**src/hw/watchdog_reset_flag_pkg.sv**
```systemverilog
// shared constants, register map and carrier types of the watchdog with reset-cause flags
// assumes a 25 MHz system clock and a 128 kHz oscillator sampled as a plain pin
package watchdog_reset_flag_pkg;

  // register map, byte addresses on the AXI4-Lite bus
  localparam int ADDR_W = 8;
  localparam logic [ADDR_W-1:0] CTRL_ADDR = 8'h60;
  localparam logic [ADDR_W-1:0] RCF_ADDR = 8'h64;

  // watchdog_control field positions
  localparam int CTRL_IF_BIT = 7;
  localparam int CTRL_IE_BIT = 6;
  localparam int CTRL_P3_BIT = 5;
  localparam int CTRL_CE_BIT = 4;
  localparam int CTRL_RE_BIT = 3;
  localparam int CTRL_PLO_MSB = 2;

  // reset_cause_flags field positions
  localparam int RCF_DBG_BIT = 4;
  localparam int RCF_WD_BIT = 3;
  localparam int RCF_BO_BIT = 2;
  localparam int RCF_PIN_BIT = 1;
  localparam int RCF_POR_BIT = 0;
  localparam int RCF_W = 5;

  // reset values
  localparam logic [RCF_W-1:0] RCF_RESET = 5'h01;
  localparam logic [3:0] PRESC_RESET = 4'h0;

  // timing
  localparam int unsigned SYS_CLK_HZ = 25000000;
  localparam int unsigned OSC_FREQ_HZ = 128000;
  localparam int unsigned OSC_PERIOD_CLKS = SYS_CLK_HZ / OSC_FREQ_HZ;
  localparam logic [2:0] CE_WINDOW_CYCLES = 3'h4;
  localparam int unsigned TIMEOUT_BASE_CYCLES = 2048;
  localparam logic [3:0] PRESC_MAX_CODE = 4'h9;
  localparam int CNT_W = 21;

  // bus responses
  localparam logic [1:0] RESP_OKAY = 2'h0;
  localparam logic [1:0] RESP_DECERR = 2'h3;

  typedef enum logic [0:0] {
    WATCHDOG_RESET_FLAG_WR_IDLE = 1'b0,
    WATCHDOG_RESET_FLAG_WR_RESP = 1'b1
  } watchdog_reset_flag_wr_e;

  typedef struct packed {
    logic awvalid;
    logic [ADDR_W-1:0] awaddr;
    logic wvalid;
    logic [31:0] wdata;
    logic [3:0] wstrb;
    logic bready;
    logic arvalid;
    logic [ADDR_W-1:0] araddr;
    logic rready;
  } watchdog_reset_flag_axil_req_s;

  typedef struct packed {
    logic awready;
    logic wready;
    logic bvalid;
    logic [1:0] bresp;
    logic arready;
    logic rvalid;
    logic [31:0] rdata;
    logic [1:0] rresp;
  } watchdog_reset_flag_axil_rsp_s;

  typedef struct packed {
    logic pin;
    logic brownout;
    logic debug;
  } watchdog_reset_flag_rst_src_s;

  // last count of a time-out period; reserved codes behave as the longest one
  function automatic logic [CNT_W-1:0] timeout_last(input logic [3:0] code, input int unsigned base);
    logic [3:0] c;
    c = (code > PRESC_MAX_CODE) ? PRESC_MAX_CODE : code;
    return CNT_W'((base << c) - 1);
  endfunction : timeout_last

endpackage : watchdog_reset_flag_pkg

```
**src/hw/watchdog_reset_flag_osc_sync.sv**
```systemverilog
// oscillator pin synchroniser and rising-edge tick
// assumes the oscillator is far slower than clk
`timescale 1ns/1ps
module watchdog_reset_flag_osc_sync (
  // clock and reset
  input wire logic clk,
  input wire logic reset,
  // oscillator pin and tick
  input wire logic osc_pin,
  output logic tick
);

  typedef struct packed {
    logic s1;
    logic s2;
    logic s3;
    logic tick;
  } watchdog_reset_flag_sync_state_s;

  watchdog_reset_flag_sync_state_s st;
  watchdog_reset_flag_sync_state_s next_st;

  // s1 feeds only s2
  always_comb
  begin
    next_st = st;
    next_st.s1 = osc_pin;
    next_st.s2 = st.s1;
    next_st.s3 = st.s2;
    next_st.tick = st.s2 && !st.s3;
  end

  always_ff @(posedge clk)
  begin
    if (reset)
      st <= '0;
    else
      st <= next_st;
  end

  assign tick = st.tick;
endmodule : watchdog_reset_flag_osc_sync

```
**src/hw/watchdog_reset_flag_timeout_counter.sv**
```systemverilog
// watchdog counter advancing on oscillator ticks, with selectable time-out
// assumes tick is a one-cycle pulse on clk
`timescale 1ns/1ps
module watchdog_reset_flag_timeout_counter #(
  parameter int unsigned BASE = watchdog_reset_flag_pkg::TIMEOUT_BASE_CYCLES
) (
  // clock and reset
  input wire logic clk,
  input wire logic reset,
  // control
  input wire logic tick,
  input wire logic run,
  input wire logic restart,
  input wire logic [3:0] code,
  // result
  output logic timeout,
  output logic [watchdog_reset_flag_pkg::CNT_W-1:0] count
);

  typedef struct packed {
    logic [watchdog_reset_flag_pkg::CNT_W-1:0] count;
    logic timeout;
  } watchdog_reset_flag_cnt_state_s;

  watchdog_reset_flag_cnt_state_s st;
  watchdog_reset_flag_cnt_state_s next_st;
  logic [watchdog_reset_flag_pkg::CNT_W-1:0] last;

  assign last = watchdog_reset_flag_pkg::timeout_last(code, BASE);

  // a shorter period chosen mid-count fires at the next tick, not after wrapping
  always_comb
  begin
    next_st = st;
    next_st.timeout = 1'b0;
    if (restart || !run)
      next_st.count = '0;
    else if (tick)
    begin
      if (st.count >= last)
      begin
        next_st.count = '0;
        next_st.timeout = 1'b1;
      end
      else
        next_st.count = st.count + 1'b1;
    end
  end

  always_ff @(posedge clk)
  begin
    if (reset)
      st <= '0;
    else
      st <= next_st;
  end

  assign timeout = st.timeout;
  assign count = st.count;
endmodule : watchdog_reset_flag_timeout_counter

```
**src/hw/watchdog_reset_flag_watchdog_top.sv**
```systemverilog
// watchdog timer with reset-cause flags, AXI4-Lite register slave
// assumes cpu-side inputs and reset-source events are on clk; reset is power-on reset
// Contract
// - counter runs on 128 kHz oscillator, times out
// - restart instruction clears counter to zero
// - mode from fuse, reset and interrupt enables
// - fuse locks reset enable one, interrupt zero
// - vector entry clears flag, and enable only when reset is enabled
// - unserviced second time-out applies system reset
// - new values accepted within four cycles only
// - flag set on time-out, cleared by vector/one
// - interrupt needs global, enable and flag
// - control register bit layout and reset values
// - reset-cause bits seven to five read zero
// - debug-port reset flag at bit four
// - watchdog reset flag at bit three
// - brown-out reset flag at bit two
// - pin reset flag at bit one
// - power-on flag cleared only by writing zero
// - prescaler selects 2K to 1024K cycles
// - change enable self-clears after four cycles
// - watchdog flag forces reset enable set
// - watchdog reset is one-cycle pulse
`timescale 1ns/1ps
module watchdog_reset_flag_watchdog_top #(
  parameter int unsigned TIMEOUT_BASE = watchdog_reset_flag_pkg::TIMEOUT_BASE_CYCLES
) (
  // clock and reset
  input wire logic clk,
  input wire logic reset,
  // register bus
  input watchdog_reset_flag_pkg::watchdog_reset_flag_axil_req_s axil_req,
  output watchdog_reset_flag_pkg::watchdog_reset_flag_axil_rsp_s axil_rsp,
  // oscillator pin
  input wire logic osc_128k,
  // cpu side
  input wire logic always_on_fuse,
  input wire logic cpu_global_int_en,
  input wire logic restart_exec,
  input wire logic irq_vector_ack,
  // reset sources
  input watchdog_reset_flag_pkg::watchdog_reset_flag_rst_src_s reset_sources,
  // results
  output logic timeout_irq,
  output logic watchdog_system_reset
);

  typedef struct packed {
    watchdog_reset_flag_pkg::watchdog_reset_flag_wr_e wphase;
    logic aw_held;
    logic w_held;
    logic [watchdog_reset_flag_pkg::ADDR_W-1:0] awaddr;
    logic [7:0] wbyte;
    logic wstrb0;
    logic awready;
    logic wready;
    logic [1:0] bresp;
    logic arready;
    logic rvalid;
    logic [31:0] rdata;
    logic [1:0] rresp;
    logic fuse_q;
    logic timeout_interrupt_flag;
    logic timeout_interrupt_enable;
    logic reset_enable_bit;
    logic [3:0] wdp;
    logic [2:0] ce_cnt;
    logic [watchdog_reset_flag_pkg::RCF_W-1:0] rcf;
    logic irq;
    logic sysrst;
  } watchdog_reset_flag_top_state_s;

  watchdog_reset_flag_top_state_s st;
  watchdog_reset_flag_top_state_s next_st;

  logic tick;
  logic timeout;
  logic [watchdog_reset_flag_pkg::CNT_W-1:0] count;
  logic wde_eff;
  logic ce_open;
  logic run;
  logic ctrl_wr;
  logic rcf_wr;
  logic wd_fire;
  logic reinit;
  logic any_source;
  logic [7:0] ctrl_rd;

  watchdog_reset_flag_osc_sync u_sync (
    .clk(clk),
    .reset(reset),
    .osc_pin(osc_128k),
    .tick(tick)
  );

  watchdog_reset_flag_timeout_counter #(
    .BASE(TIMEOUT_BASE)
  ) u_counter (
    .clk(clk),
    .reset(reset),
    .tick(tick),
    .run(run),
    .restart(restart_exec || reinit),
    .code(st.wdp),
    .timeout(timeout),
    .count(count)
  );

  // the watchdog flag and the fuse both keep reset enable alive
  assign wde_eff = st.reset_enable_bit || st.rcf[watchdog_reset_flag_pkg::RCF_WD_BIT] || st.fuse_q;
  assign ce_open = st.ce_cnt != 3'h0;
  assign run = wde_eff || st.timeout_interrupt_enable;
  assign any_source = reset_sources.pin || reset_sources.brownout || reset_sources.debug;
  assign wd_fire = timeout && wde_eff && (!st.timeout_interrupt_enable || st.timeout_interrupt_flag);
  assign reinit = wd_fire || any_source;
  assign ctrl_rd = {st.timeout_interrupt_flag, st.timeout_interrupt_enable, st.wdp[3], ce_open, wde_eff, st.wdp[2:0]};

  always_comb
  begin
    next_st = st;
    ctrl_wr = 1'b0;
    rcf_wr = 1'b0;

    // read channel: one read at a time, data held until rready
    if (st.rvalid && axil_req.rready)
      next_st.rvalid = 1'b0;
    if (st.arready && axil_req.arvalid)
    begin
      next_st.rvalid = 1'b1;
      next_st.rresp = watchdog_reset_flag_pkg::RESP_OKAY;
      case (axil_req.araddr)
        watchdog_reset_flag_pkg::CTRL_ADDR: next_st.rdata = {24'h000000, ctrl_rd};
        watchdog_reset_flag_pkg::RCF_ADDR: next_st.rdata = {24'h000000, 3'h0, st.rcf};
        default:
        begin
          next_st.rdata = 32'h00000000;
          next_st.rresp = watchdog_reset_flag_pkg::RESP_DECERR;
        end
      endcase
    end
    next_st.arready = !next_st.rvalid;

    // write channel: address and data taken in either order
    if (st.awready && axil_req.awvalid)
    begin
      next_st.aw_held = 1'b1;
      next_st.awaddr = axil_req.awaddr;
    end
    if (st.wready && axil_req.wvalid)
    begin
      next_st.w_held = 1'b1;
      next_st.wbyte = axil_req.wdata[7:0];
      next_st.wstrb0 = axil_req.wstrb[0];
    end
    case (st.wphase)
      watchdog_reset_flag_pkg::WATCHDOG_RESET_FLAG_WR_IDLE:
      begin
        if (st.aw_held && st.w_held)
        begin
          next_st.wphase = watchdog_reset_flag_pkg::WATCHDOG_RESET_FLAG_WR_RESP;
          next_st.aw_held = 1'b0;
          next_st.w_held = 1'b0;
          next_st.bresp = watchdog_reset_flag_pkg::RESP_OKAY;
          ctrl_wr = (st.awaddr == watchdog_reset_flag_pkg::CTRL_ADDR) && st.wstrb0;
          rcf_wr = (st.awaddr == watchdog_reset_flag_pkg::RCF_ADDR) && st.wstrb0;
          if (st.awaddr != watchdog_reset_flag_pkg::CTRL_ADDR && st.awaddr != watchdog_reset_flag_pkg::RCF_ADDR)
            next_st.bresp = watchdog_reset_flag_pkg::RESP_DECERR;
        end
      end
      watchdog_reset_flag_pkg::WATCHDOG_RESET_FLAG_WR_RESP:
      begin
        if (axil_req.bready)
          next_st.wphase = watchdog_reset_flag_pkg::WATCHDOG_RESET_FLAG_WR_IDLE;
      end
      default: next_st.wphase = watchdog_reset_flag_pkg::WATCHDOG_RESET_FLAG_WR_IDLE;
    endcase
    next_st.awready = !next_st.aw_held && (next_st.wphase == watchdog_reset_flag_pkg::WATCHDOG_RESET_FLAG_WR_IDLE);
    next_st.wready = !next_st.w_held && (next_st.wphase == watchdog_reset_flag_pkg::WATCHDOG_RESET_FLAG_WR_IDLE);

    // change window counts down on its own, reopening restarts it
    next_st.fuse_q = always_on_fuse;
    if (ce_open)
      next_st.ce_cnt = st.ce_cnt - 3'h1;

    if (ctrl_wr)
    begin
      if (st.wbyte[watchdog_reset_flag_pkg::CTRL_IF_BIT])
        next_st.timeout_interrupt_flag = 1'b0;
      next_st.timeout_interrupt_enable = st.wbyte[watchdog_reset_flag_pkg::CTRL_IE_BIT];
      if (st.wbyte[watchdog_reset_flag_pkg::CTRL_CE_BIT] && st.wbyte[watchdog_reset_flag_pkg::CTRL_RE_BIT])
      begin
        next_st.ce_cnt = watchdog_reset_flag_pkg::CE_WINDOW_CYCLES;
        next_st.reset_enable_bit = 1'b1;
      end
      else if (ce_open && !st.wbyte[watchdog_reset_flag_pkg::CTRL_CE_BIT])
      begin
        next_st.reset_enable_bit = st.wbyte[watchdog_reset_flag_pkg::CTRL_RE_BIT];
        next_st.wdp = {st.wbyte[watchdog_reset_flag_pkg::CTRL_P3_BIT], st.wbyte[watchdog_reset_flag_pkg::CTRL_PLO_MSB:0]};
      end
      else if (st.wbyte[watchdog_reset_flag_pkg::CTRL_RE_BIT])
        next_st.reset_enable_bit = 1'b1;
    end

    // writing zero clears a cause flag, writing one leaves it
    if (rcf_wr)
      next_st.rcf = st.rcf & st.wbyte[watchdog_reset_flag_pkg::RCF_W-1:0];

    // vector entry; in interrupt-then-reset it drops back to plain reset mode
    if (irq_vector_ack)
    begin
      next_st.timeout_interrupt_flag = 1'b0;
      if (wde_eff)
        next_st.timeout_interrupt_enable = 1'b0;
    end

    // hardware sets come after the clears so a coincident event is kept
    if (timeout && st.timeout_interrupt_enable && !wd_fire)
      next_st.timeout_interrupt_flag = 1'b1;
    next_st.sysrst = wd_fire;
    if (wd_fire)
      next_st.rcf[watchdog_reset_flag_pkg::RCF_WD_BIT] = 1'b1;
    if (reset_sources.pin)
      next_st.rcf[watchdog_reset_flag_pkg::RCF_PIN_BIT] = 1'b1;
    if (reset_sources.brownout)
      next_st.rcf[watchdog_reset_flag_pkg::RCF_BO_BIT] = 1'b1;
    if (reset_sources.debug)
      next_st.rcf[watchdog_reset_flag_pkg::RCF_DBG_BIT] = 1'b1;

    // a system reset returns the control register to its initial state, cause flags survive
    if (reinit)
    begin
      next_st.timeout_interrupt_flag = 1'b0;
      next_st.timeout_interrupt_enable = 1'b0;
      next_st.reset_enable_bit = 1'b0;
      next_st.wdp = watchdog_reset_flag_pkg::PRESC_RESET;
      next_st.ce_cnt = 3'h0;
    end

    if (st.fuse_q)
    begin
      next_st.reset_enable_bit = 1'b1;
      next_st.timeout_interrupt_enable = 1'b0;
    end

    next_st.irq = cpu_global_int_en && next_st.timeout_interrupt_enable && next_st.timeout_interrupt_flag;
  end

  // power-on reset clears every flag but the power-on one
  always_ff @(posedge clk)
  begin
    if (reset)
    begin
      st <= '0;
      st.rcf <= watchdog_reset_flag_pkg::RCF_RESET;
    end
    else
      st <= next_st;
  end

  assign axil_rsp.awready = st.awready;
  assign axil_rsp.wready = st.wready;
  assign axil_rsp.bvalid = (st.wphase == watchdog_reset_flag_pkg::WATCHDOG_RESET_FLAG_WR_RESP);
  assign axil_rsp.bresp = st.bresp;
  assign axil_rsp.arready = st.arready;
  assign axil_rsp.rvalid = st.rvalid;
  assign axil_rsp.rdata = st.rdata;
  assign axil_rsp.rresp = st.rresp;
  assign timeout_irq = st.irq;
  assign watchdog_system_reset = st.sysrst;
endmodule : watchdog_reset_flag_watchdog_top

```
**config.mk**
```make
export PLATFORM = sky130hd
export DESIGN_NAME = watchdog_reset_flag_watchdog_top
export DESIGN_NICKNAME = d
export VERILOG_FILES = /design/src/hw/watchdog_reset_flag_pkg.sv /design/src/hw/watchdog_reset_flag_osc_sync.sv /design/src/hw/watchdog_reset_flag_timeout_counter.sv /design/src/hw/watchdog_reset_flag_watchdog_top.sv
export SDC_FILE = /design/constraint.sdc
export NUM_CORES = 1
export LEC_CHECK = 0
export BUFFER_PORTS_ARGS = -buffer_cell sky130_fd_sc_hd__buf_2
export CAP_MARGIN = 10
export CORE_AREA = 2 2 107 78
export CTS_BUF_LIST = sky130_fd_sc_hd__clkbuf_8 sky130_fd_sc_hd__clkbuf_16
export CTS_CLUSTER_SIZE = 25
export DETAILED_ROUTE_END_ITERATION = 16
export DIE_AREA = 0 0 109 80
export GPL_TIMING_DRIVEN = 0
export PLACE_DENSITY = 0.78
export RECOVER_POWER = 100
export SYNTH_ARGS = -nofsm -noshare
export SYNTH_HDL_FRONTEND = slang
export SYNTH_SLANG_ARGS = --single-unit
export TNS_END_PERCENT = 100
```
**constraint.sdc**
```tcl
create_clock -name clk -period 8.9 [get_ports clk]
set_clock_uncertainty 0.1 [all_clocks]
set_input_delay 1.78 -clock clk [delete_from_list [all_inputs] [get_ports clk]]
set_output_delay 1.78 -clock clk [all_outputs]
set_load 0.02 [all_outputs]
```
==> impl_metrics.py <==
metrics = {
    "run_status": {
        "status": "finished clean",
    },
    "floorplan": {
        "coreArea_mm2": 0.00767,
        "rows": 27,
        "dieHeight_um": 80,
        "io_pins": 110,
        "initial_core_util_pct": 48.8,
        "dieArea_mm2": 0.00872,
        "fp.dieW_um": 109,
    },
    "sta": {
        "fin_setup_tns_ns": 0,
        "fmax_mhz": 288,
        "hold_slack_ns": 0.287,
        "setup_viol": 0,
        "hold_violations": 0,
        "fin_crit_ns": 3.47,
        "period_share_pct": 39.0,
        "worst_slack_ns": 5.43,
        "rsz0062_at_grt": "no",
        "slew_headroom_pct": 60.8,
        "tightest_slew_ns": 0.588,
        "finalMaxSlewViolations": 0,
    },
    "global_route": {
        "grt_use_total_pct": 19.0,
        "grt_max_degree": 15,
        "grt_pass1_vias": 2770,
        "antenna_found_initial": 0,
        "grt_pass1_wl_mm": 12.7,
        "overflow": 0,
    },
    "worst_setup_path": {
        "r2r_slack_ns": 5.43,
        "reg2reg_to": "u_counter.count[0]$_SDFFE_PP0P_",
        "crit_path_end_kind": "register",
        "startpoint_type": "register",
        "critPathKind": "reg2reg",
        "crit_start": "ctrl_rd[0]$_SDFFE_PP0P_",
        "rr_worst_depth": 12,
        "cp-endpoint": "u_counter.count[0]$_SDFFE_PP0P_",
        "cp_data_arrival_time_ns": 3.60,
        "reg2reg_from": "ctrl_rd[0]$_SDFFE_PP0P_",
        "cp_data_required_time_ns": 9.03,
        "path_max_fanout": 10,
    },
    "place": {
        "routabilityCongestion": 0.801,
        "io_buffers": 56,
        "place_ws_ns": 5.40,
        "place_area_mm2": 0.00424,
        "dpl.hpwl_mm": 6.08,
    },
    "synth": {
        "yosysMostFrequentCell": "dfxtp_1",
        "synth-seq-area-share_pct": 41.7,
        "yosys-top-cells-area": "dfxtp_1 42%, buf_4 8.2%, nand2_1 5.6%",
        "netlist_area_mm2": 0.00374,
        "netlist_instances": 444,
        "synth_top_area_share_pct": 41.7,
        "ys_warn_count": 0,
        "synth_seq_cells": 78,
        "async_flop_share_pct": 0,
        "yosysTopAreaCell": "dfxtp_1",
        "synth-main-ff-cell": "dfxtp_1",
        "synthTopCellsByCount": "78 x dfxtp_1, 56 x nand2_1, 54 x nor2_1, 41 x buf_4, 37 x a21oi_1",
        "synth_edf_count": 0,
        "avgSynthCellArea_um2": 8.43,
        "ys_types": 48,
    },
    "layout": {
        "design_area_mm2": 0.00438,
        "nFillCells": 693,
        "nets": 616,
        "area_delta_synth_final_pct": 17.1,
        "drive_gt1_share_pct": 18.2,
        "diodes": 0,
    },
    "cts": {
        "cts_made_buffers": 9,
        "htreeDepth": 3,
        "clock_latency_ns": 0.36,
        "postCtsResizedCells": 0,
        "cts_setup_buffers": 0,
        "cts_tree": "done",
        "clkTransAtPathRegs_ns": 0.07,
        "clock_path_buffers": 2,
        "cts-root-buf": "clkbuf_8",
        "holdBufCountCts": 0,
        "clkSinkCount": 78,
    },
    "pwr": {
        "p_per_area_mw_per_mm2": 157,
        "total_power_w": 0.000687,
        "ir_drop_mv": 0.113,
        "power.leakage_nw": 1.79,
    },
    "route": {
        "via_per_inst": 4.99,
        "drc": 0,
        "num_vias": 3194,
        "drtIter0Drc": 231,
        "ant_nets": 0,
        "first_pass_iters": 5,
        "wl_per_cell_um": 12.1,
        "wirelength_mm": 7.77,
    },
    "min_path": {
        "hold_depth": 1,
        "min_path_type": "reg2reg",
    },
    "job": {
        "cap_viol_max_count": 0,
    },
}
worst min-delay path by stage:
stage	slack [ns]	start	end
after floorplan	0.27	u_sync.st[1]$_SDFF_PP0_	u_sync.tick$_SDFF_PP0_
after global placement	0.27	u_sync.st[1]$_SDFF_PP0_	u_sync.tick$_SDFF_PP0_
after detailed placement	0.28	u_sync.st[1]$_SDFF_PP0_	u_sync.tick$_SDFF_PP0_
after CTS	0.29	u_sync.st[1]$_SDFF_PP0_	u_sync.tick$_SDFF_PP0_
after global routing	0.32	u_sync.st[1]$_SDFF_PP0_	u_sync.tick$_SDFF_PP0_
final	0.29	u_sync.st[1]$_SDFF_PP0_	u_sync.tick$_SDFF_PP0_
report_power, final:
group           total, W  switching [W]  internal [W]  leakage [nW]
clock network   0.000262       0.000132      0.000130        0.0972
logic          0.0000604      0.0000348     0.0000256          1.06
registers       0.000364     0.00000636      0.000357         0.634
layout make-up:
type | instances | area [um^2] | share of cell area [%]
repair buffers | 56 | 256 | 5.85
flip-flops and latches | 78 | 1560 | 35.6
plain buffers | 59 | 377 | 8.59
inverters | 13 | 48.8 | 1.11
well taps | 101 | 126 | 2.88
clock inverters | 7 | 75.1 | 1.71
multi-input cells | 317 | 1820 | 41.4
clock buffers | 9 | 124 | 2.83
worst max-delay path, stage by stage (launching register included):
cell and delay (ns):
dfxtp_1 0.30, clkbuf_1 0.19, or4_1 0.59, ha_1 0.26
nor3_1 0.15, a21o_1 0.10, a32oi_1 0.09, ha_1 0.29
nand3_1 0.08, or2_2 0.30, o311ai_0 0.41, clkbuf_1 0.40
nor2_1 0.10
metrics by stage:
| step | cells | util (%) |
|---|---|---|
| floorplan | 467 | - |
| global placement | 624 | 55.2 |
| detailed placement | 624 | 55.2 |
| CTS | 640 | 57.8 |
| global route | 640 | 57.2 |
| finish | 640 | 57.2 |
state kept, by name, indices dropped and copies added (netlist names), 2 cells and up:
register,cells
axil_rsp,15
ctrl_rd,6
st,29
u_counter.count,21
u_sync.next_st,2
cells in the final DEF, fill, tap and decap left out, drive strengths merged, types with 2 or more instances in the layout:
master and instances:
buf 79, dfxtp 78, nand2 56, nor2 54, clkbuf 45, a21oi 37, conb 25, ha 15
inv 15, xnor2 13, nor3 12, o21ai 12, nand4 10, mux2i 9, nand3 9, xor2 9
nor2b 7, nor4 7, and2 5, or3 4, nand2b 4, a22oi 4, and3 3, or4 2
a211oi 2, clkinv 2, clkinvlp 2
metal layers:
metal  global-route usage [%]  up-vias  routed length (um)
met3                     6.20       12                 637
met1                     26.3     1447                3670
met2                     28.2      126                3380
li1                         -     1609                   -
met4                     5.00        0                  88
met5                        0        -                   0
cells by family after synthesis:
group,after synthesis,share of synthesized area [%]
simple gates,182,24.0
flops,78,41.7
buf+inv,72,11.8
compound gates,64,9.73
xor+xnor,22,5.15
fa+ha+maj,15,5.01
mux,9,2.41
other cells,2,0.201
Note: power is estimated with default switching activity, not from simulation.
